## src/rtl/sdc_pkg.sv

```systemverilog
// package: field layout, reset value and timing counts of the sense/dead-time register
`default_nettype none
package sdc_pkg;
    // --------------------------------------------------------------------
    // register layout
    // --------------------------------------------------------------------
    localparam int          REG_W          = 16;
    localparam logic [15:0] REG_RESET      = 16'h0000;
    localparam logic [15:0] REG_WMASK      = 16'hFF7F;
    localparam int          ANGLE_HI       = 15;
    localparam int          ANGLE_LO       = 14;
    localparam int          THR_HI         = 13;
    localparam int          THR_LO         = 10;
    localparam int          SCLK_HI        = 9;
    localparam int          SCLK_LO        = 8;
    localparam int          RSVD_BIT       = 7;
    localparam int          GAIN_HI        = 6;
    localparam int          GAIN_LO        = 5;
    localparam int          GAP_HI         = 4;
    localparam int          GAP_LO         = 0;

    // --------------------------------------------------------------------
    // decode constants
    // --------------------------------------------------------------------
    localparam logic [6:0]  ANGLE_STEP_DEG = 7'h1E;
    localparam logic [3:0]  THR_OFF        = 4'h0;
    localparam logic [3:0]  THR_ONE        = 4'h1;
    localparam logic [5:0]  THR_ONE_DECI_A = 6'h04;
    localparam logic [5:0]  THR_STEP_DECI_A = 6'h02;
    localparam logic [6:0]  RATE0_HZ       = 7'h0C;
    localparam logic [6:0]  RATE1_HZ       = 7'h18;
    localparam logic [6:0]  RATE2_HZ       = 7'h2F;
    localparam logic [6:0]  RATE3_HZ       = 7'h5F;

    // --------------------------------------------------------------------
    // timing
    // --------------------------------------------------------------------
    localparam int          CLK_PERIOD_NS  = 5;
    localparam int          RES0_NS        = 2560;
    localparam int          RES1_NS        = 1280;
    localparam int          RES2_NS        = 640;
    localparam int          RES3_NS        = 320;
    localparam logic [9:0]  RES0_CYC       = 10'(RES0_NS / CLK_PERIOD_NS);
    localparam logic [9:0]  RES1_CYC       = 10'(RES1_NS / CLK_PERIOD_NS);
    localparam logic [9:0]  RES2_CYC       = 10'(RES2_NS / CLK_PERIOD_NS);
    localparam logic [9:0]  RES3_CYC       = 10'(RES3_NS / CLK_PERIOD_NS);
    localparam int          GAP_STEP_NS    = 40;
    localparam logic [8:0]  GAP_STEP_CYC   = 9'(GAP_STEP_NS / CLK_PERIOD_NS);
endpackage : sdc_pkg
`default_nettype wire

```

## src/rtl/sdc_startup_cfg.sv

```systemverilog
// module: start-up sense and driver dead-time configuration register
`default_nettype none
module sdc_startup_cfg
    import sdc_pkg::*;
(
    input  wire logic                    clk_sys,
    input  wire logic                    rst_b,
    input  wire logic                    host_wr_en,
    input  wire logic [sdc_pkg::REG_W-1:0] host_wr_data,
    output logic      [sdc_pkg::REG_W-1:0] host_rd_data,
    output logic      [1:0]              post_sense_advance_angle,
    output logic      [6:0]              advance_angle_deg,
    output logic                         inductive_position_detect_en,
    output logic                         align_and_go,
    output logic      [3:0]              sense_current_threshold,
    output logic      [5:0]              threshold_deci_amp,
    output logic      [1:0]              sense_clock_select,
    output logic      [6:0]              sense_rate_hz,
    output logic      [9:0]              sense_res_cycles,
    output logic      [1:0]              loop_gain_constant,
    output logic      [2:0]              loop_gain_quarters,
    output logic      [4:0]              driver_gap_time,
    output logic      [8:0]              driver_gap_cycles
);
    import sdc_pkg::*;

    // --------------------------------------------------------------------
    // register storage
    // --------------------------------------------------------------------
    logic [REG_W-1:0] cfg_r;
    logic [REG_W-1:0] cfg_nxt;

    always_comb
    begin
        cfg_nxt = cfg_r;
        if (host_wr_en)
        begin
            cfg_nxt = host_wr_data & REG_WMASK;
        end
    end

    always_ff @(posedge clk_sys or negedge rst_b)
    begin
        if (!rst_b)
        begin
            cfg_r <= REG_RESET;
        end
        else
        begin
            cfg_r <= cfg_nxt;
        end
    end

    assign host_rd_data             = cfg_r;
    assign post_sense_advance_angle = cfg_r[ANGLE_HI:ANGLE_LO];
    assign sense_current_threshold  = cfg_r[THR_HI:THR_LO];
    assign sense_clock_select       = cfg_r[SCLK_HI:SCLK_LO];
    assign loop_gain_constant       = cfg_r[GAIN_HI:GAIN_LO];
    assign driver_gap_time          = cfg_r[GAP_HI:GAP_LO];

    // --------------------------------------------------------------------
    // angle and gain decode
    // --------------------------------------------------------------------
    always_ff @(posedge clk_sys or negedge rst_b)
    begin
        if (!rst_b)
        begin
            advance_angle_deg  <= ANGLE_STEP_DEG;
            loop_gain_quarters <= 3'h1;
        end
        else
        begin
            advance_angle_deg  <= 7'(ANGLE_STEP_DEG * ({5'h00, post_sense_advance_angle} + 7'h01));
            loop_gain_quarters <= {1'b0, loop_gain_constant} + 3'h1;
        end
    end

    // --------------------------------------------------------------------
    // sense threshold decode
    // --------------------------------------------------------------------
    always_ff @(posedge clk_sys or negedge rst_b)
    begin
        if (!rst_b)
        begin
            inductive_position_detect_en <= 1'b0;
            align_and_go                 <= 1'b1;
            threshold_deci_amp           <= 6'h00;
        end
        else
        begin
            inductive_position_detect_en <= (sense_current_threshold != THR_OFF);
            align_and_go                 <= (sense_current_threshold == THR_OFF);
            if (sense_current_threshold == THR_OFF)
            begin
                threshold_deci_amp <= 6'h00;
            end
            else if (sense_current_threshold == THR_ONE)
            begin
                threshold_deci_amp <= THR_ONE_DECI_A;
            end
            else
            begin
                threshold_deci_amp <= 6'(THR_STEP_DECI_A * ({2'h0, sense_current_threshold} + 6'h01));
            end
        end
    end

    // --------------------------------------------------------------------
    // sense clock decode
    // --------------------------------------------------------------------
    always_ff @(posedge clk_sys or negedge rst_b)
    begin
        if (!rst_b)
        begin
            sense_rate_hz    <= RATE0_HZ;
            sense_res_cycles <= RES0_CYC;
        end
        else
        begin
            unique case (sense_clock_select)
                2'h0:
                begin
                    sense_rate_hz    <= RATE0_HZ;
                    sense_res_cycles <= RES0_CYC;
                end
                2'h1:
                begin
                    sense_rate_hz    <= RATE1_HZ;
                    sense_res_cycles <= RES1_CYC;
                end
                2'h2:
                begin
                    sense_rate_hz    <= RATE2_HZ;
                    sense_res_cycles <= RES2_CYC;
                end
                2'h3:
                begin
                    sense_rate_hz    <= RATE3_HZ;
                    sense_res_cycles <= RES3_CYC;
                end
            endcase
        end
    end

    // --------------------------------------------------------------------
    // dead time decode
    // --------------------------------------------------------------------
    always_ff @(posedge clk_sys or negedge rst_b)
    begin
        if (!rst_b)
        begin
            driver_gap_cycles <= GAP_STEP_CYC;
        end
        else
        begin
            driver_gap_cycles <= 9'(GAP_STEP_CYC * ({4'h0, driver_gap_time} + 9'h001));
        end
    end
endmodule : sdc_startup_cfg
`default_nettype wire

```

## config.mk

```make
export PLATFORM = sky130hd
export DESIGN_NAME = sdc_startup_cfg
export DESIGN_NICKNAME = d
export VERILOG_FILES = /design/src/rtl/sdc_pkg.sv /design/src/rtl/sdc_startup_cfg.sv
export SDC_FILE = /design/constraint.sdc
export NUM_CORES = 1
export LEC_CHECK = 0
export BUFFER_PORTS_ARGS = -buffer_cell sky130_fd_sc_hd__buf_2
export CAP_MARGIN = 5
export CELL_PAD_IN_SITES_DETAIL_PLACEMENT = 0
export CELL_PAD_IN_SITES_GLOBAL_PLACEMENT = 1
export CORE_AREA = 2 2 78 80
export CTS_BUF_LIST = sky130_fd_sc_hd__clkbuf_8 sky130_fd_sc_hd__clkbuf_16
export CTS_CLUSTER_DIAMETER = 40
export DETAILED_ROUTE_END_ITERATION = 7
export DIE_AREA = 0 0 80 82
export PLACE_DENSITY = 0.85
export SYNTH_ARGS = -nofsm -noshare
export SYNTH_HDL_FRONTEND = slang
export SYNTH_SLANG_ARGS = --single-unit
```

## constraint.sdc

```tcl
create_clock -name clk_sys -period 1.5 [get_ports clk_sys]
set_input_delay 0.225 -clock clk_sys [delete_from_list [all_inputs] [get_ports clk_sys]]
set_output_delay 0.225 -clock clk_sys [all_outputs]
set_load 0.01 [all_outputs]
```

# Yosys cells after proc, flatten, opt, wreduce, memory -nomap -nowiden
# Index checks and enable logic that the tools add are counted.
dict set report word_totals {
  reg_bits 55
  input_bits 19
}
dict set report op_classes {
  add_sub_neg 4
  mul 1
  eq_ne 4
  n_mux 4
  n_reduce_logical 3
}
# operator count
set ops {}
lappend ops {{$pmux 10 s4} 1}
lappend ops {{$pmux 7 s4} 1}
lappend ops {{$mux 6} 2}
lappend ops {{$add 2x1->3 const B} 2}
lappend ops {{$add 5x1->6 const B} 1}
lappend ops {{$mul 4x3->6 const A} 1}
lappend ops {{$add 4x1->5 const B} 1}
lappend ops {{$eq 2x2->1 const B} 2}
lappend ops {{$eq 4x1->1 const B} 1}
lappend ops {{$logic_not 4->1} 1}
lappend ops {{$reduce_bool 4->1} 1}
lappend ops {{$eq 2x1->1 const B} 1}
lappend ops {{$logic_not 2->1} 1}

# Depth between registers and ports, before layout
dict set report depth {
  word_depth 3
  depth_mapped 5
  mapped_depth_nobuf 5
}

# Least setup slack after synthesis
# OpenSTA, ideal clock, no wires.
dict set report synth_path {
  kind {reg-to-reg}
  from {reg cfg_r[14], in the netlist host_rd_data[14]}
  to {reg advance_angle_deg[5]}
  setup_time_ns 0.123
  arrival_ns 1.110
  required_time_ns 1.377
  slack_ns 0.267
  stages_incl_launch_ff 6
  synth_period_minus_slack_ns 1.233
  cell_sequence {dfrtp_1 inv_1 ha_1 inv_1 ha_1 xnor2_1}
}
dict set report synth_between {
  elab_chain_cells 2
}
# element line_no
set synth_lines {}
lappend synth_lines {{start, declared} sdc_startup_cfg.sv:30} ;# logic [REG_W-1:0] cfg_r;
lappend synth_lines {{start signal, assigned} sdc_startup_cfg.sv:50} ;# cfg_r <= cfg_nxt;
lappend synth_lines {{$add 2x1->3} sdc_startup_cfg.sv:73} ;# advance_angle_deg <= 7'(ANGLE_STEP_DEG * ({5'h00, post_sense_advance_angle} + 7'h01));
lappend synth_lines {{$mul 4x3->6} sdc_startup_cfg.sv:73}
lappend synth_lines {{end signal, assigned} sdc_startup_cfg.sv:73}
lappend synth_lines {{end, declared} sdc_startup_cfg.sv:12} ;# output logic [6:0] advance_angle_deg,
# Every way passes these cells.
# A chain may end at the register's enable or synchronous reset.

# Final worst setup path
# Same ends and word-level chain as after synthesis.

==> results_dict.tcl <==
set metrics [dict create \
    muxShareOfSynthArea_pct 6.89 \
    syn-cell-area_sq_mm 0.00191 \
    end_kind "register" \
    setup_ws_ps 226 \
    finalMaxSlewViolations 0 \
    yosysWarnings 0 \
    design_area_sq_mm 0.00234 \
    post-route-drc-count 0 \
    synth-xor-area-share_pct 3.22 \
    hp-class "in2reg" \
    routed_wl_mm 3.05 \
    final.setup_skew_ps 1.17 \
    synth_area_per_cell_sq_um 12.7 \
    cp_cell_sequence "inv_1 > ha_1 > inv_1 > ha_1 > xnor2_1" \
    fillers 573 \
    multiInputGateArea_sq_um 542 \
    synth_top_family_by_area "buffers and inverters" \
    ys_ff_latch 44 \
    tritoncts "done" \
    ant_nets 0 \
    rr_worst_depth 5 \
    first_global_vias 995 \
    dp_hpwl_mm 2.31 \
    cts_root_buf "clkbuf_8" \
    cp.depth 5 \
    cp-startpoint "host_rd_data[14]$_DFFE_PN0P_" \
    nNetsFinal 245 \
    synthSimpleGateAreaFrac_pct 5.91 \
    crit_arrival_ps 1450 \
    syn_inst 150 \
    viasPerCell 3.89 \
    slowest_stage "dfrtp_1" \
    die_area_sq_mm 0.00656 \
    fmax_mhz 785 \
    cp-start-kind "register" \
    gp_congestion 0.730 \
    cts_resized 0 \
    synth-seq-area-share_pct 58.3 \
    leakagePower_nw 1.24 \
    antenna_found_initial 0 \
    first_iter_violations 11 \
    antenna_cells 0 \
    synthAdderAreaFrac_pct 7.22 \
    syn2layout_area_growth_pct 23.0 \
    die_w_microns 80 \
    critPathBufInv 2 \
    critPathKind "reg2reg" \
    start_util_pct 33.2 \
    status "finished, final reports clean" \
    numCtsBuffers 5 \
    drive_above_1_share_pct 50.5 \
    grt_first_pass_wirelength_mm 4.72 \
    core.rowCount 28 \
    die_height_microns 82 \
    ys_types 26 \
    vias 1132 \
    hold_path_depth 3 \
    wire_per_inst_microns 10.5 \
    clock_latency_ps 290 \
    utilization_pct 40.8 \
    ctsHoldBuffers 1 \
    cap_violations 0 \
    min_period_ps 1270 \
    worst-path-max-fanout 5 \
    whs_ps 139 \
    final_hold_viol_count 0 \
    finalSetupViolations 0 \
    synth_compound_area_share_pct 2.62 \
    core_sq_mm 0.00575 \
    dp_slack_ps 227 \
    seqCellArea_sq_mm 0.00111 \
    powerDensity_mw_per_mm2 1240 \
    h-tree-depth 2 \
    peakVddDrop_v 0.000382 \
    grt_max_degree 45 \
    firstDrtPassIters 4 \
    grt_overflow 0 \
    cts.clk_slew.worst_paths_ps 80 \
    cts_setup_buffers 0 \
    io-pin-count 94 \
    grtUsageTotal_pct 9.64 \
    fin_crit_sh_pct 84.9 \
    tns_ps 0 \
    crit_required_ps 1670 \
    r2r_start "host_rd_data[14]$_DFFE_PN0P_" \
    critical-path-top-delay-family "flip-flops" \
    place_area_sq_mm 0.00221 \
    min_from "host_wr_data[0]" \
    cts_max_path_buffers 2 \
    clock_sinks 44 \
    rsz0062_at_grt "no" \
    max_stage_delay_ps 430 \
    place.port_buffers 79 \
]
-- final cells by class --
cell class	count	share of cell area, %
well taps	75	4.00
clock inverters	1	1.28
repair buffers	82	18.5
multi-input cells	72	23.1
flip-flops and latches	44	47.4
clock buffers	7	4.11
inverters	10	1.60
-- worst paths after layout --
path,slack [ps],to
setup / recovery,230,advance_angle_deg[5]$_DFF_PN0_
hold / removal,140,host_rd_data[0]$_DFFE_PN0P_
setup reg to reg,230,advance_angle_deg[5]$_DFF_PN0_
hold reg to reg,450,loop_gain_quarters[0]$_DFF_PN1_
max in group asynchronous,800,sense_res_cycles[9]$_DFF_PN1_
min in group asynchronous,440,threshold_deci_amp[4]$_DFF_PN0_
-- layer usage --
metal	routed length, microns	GRT usage, %	vias to the layer above
li1	-	-	549
met1	1240	11.2	526
met2	1510	15.8	55
met3	278	3.85	2
met4	15	4.07	0
met5	0	0	-
-- state kept, by name, summed over array words and instances (netlist names) --
name and count:
threshold_deci_amp 5, host_rd_data 15, driver_gap_cycles 6, inductive_position_detect_en 1, advance_angle_deg 6, sense_res_cycles 3, loop_gain_quarters 3, sense_rate_hz 4
align_and_go 1
-- per-stage QoR --
stage	std cells	power (mW)
final	291	2.91
after CTS	291	2.96
after global routing	291	3.08
after detailed placement	282	1.98
after global placement	282	1.97
after floorplan	161	1.81
-- Yosys cell counts --
cell type  number  share of area [%]
nor2_1          3               0.59
or2_2           1               0.33
xnor2_1         5                2.3
nor2b_1         1               0.33
inv_1          10                2.0
buf_6           1               0.59
mux2_4          8                6.3
nand3_1         3               0.79
dfrtp_1        35                 46
nand2b_1        3               0.98
a21oi_1         1               0.26
buf_4          31                 12
clkbuf_1        2               0.39
ha_1           11                7.2
mux2_2          1               0.59
or2_0           1               0.33
o21ba_2         1               0.52
nand2_1         8                1.6
conb_1          2               0.39
buf_2           1               0.26
o21ai_1         1               0.26
and3_1          1               0.33
dfstp_2         9                 12
xor2_1          2               0.92
o21ai_0         6                1.6
and2_1          2               0.66
-- kinds of logic (layout without fill, tap and decap cells) --
logic type,Yosys count,after routing
fa+ha+maj,11,11
other cells,2,13
mux,9,9
xor+xnor,7,7
simple gates,23,23
buf+inv,45,100
flops,44,44
compound gates,9,9
-- where the power goes --
group	leakage (nW)	switching, mW	internal, mW
Combinational	0.666	0.277	0.246
Sequential	0.514	0.0836	1.34
Clock	0.0645	0.371	0.587
-- tightest hold or removal path, stage by stage --
cell     delay [ps]
buf_2            70
nand2_1          40
o21ai_0          50
-- cell usage in the layout, fill, tap and decap left out, types with 2 or more instances in the layout --
cell / synthesis / layout
xnor2_1: 5 / 5
clkbuf_8: 0 / 7
ha_1: 11 / 11
dfrtp_1: 35 / 35
xor2_1: 2 / 2
nand3_1: 3 / 3
nor2_1: 3 / 3
nand2_1: 8 / 8
and2_1: 2 / 2
o21ai_0: 6 / 6
conb_1: 2 / 13
inv_1: 10 / 10
nand2b_1: 3 / 3
dfstp_2: 9 / 9
buf_2: 1 / 79
mux2_4: 8 / 8
(Power assumes the default switching activity.)
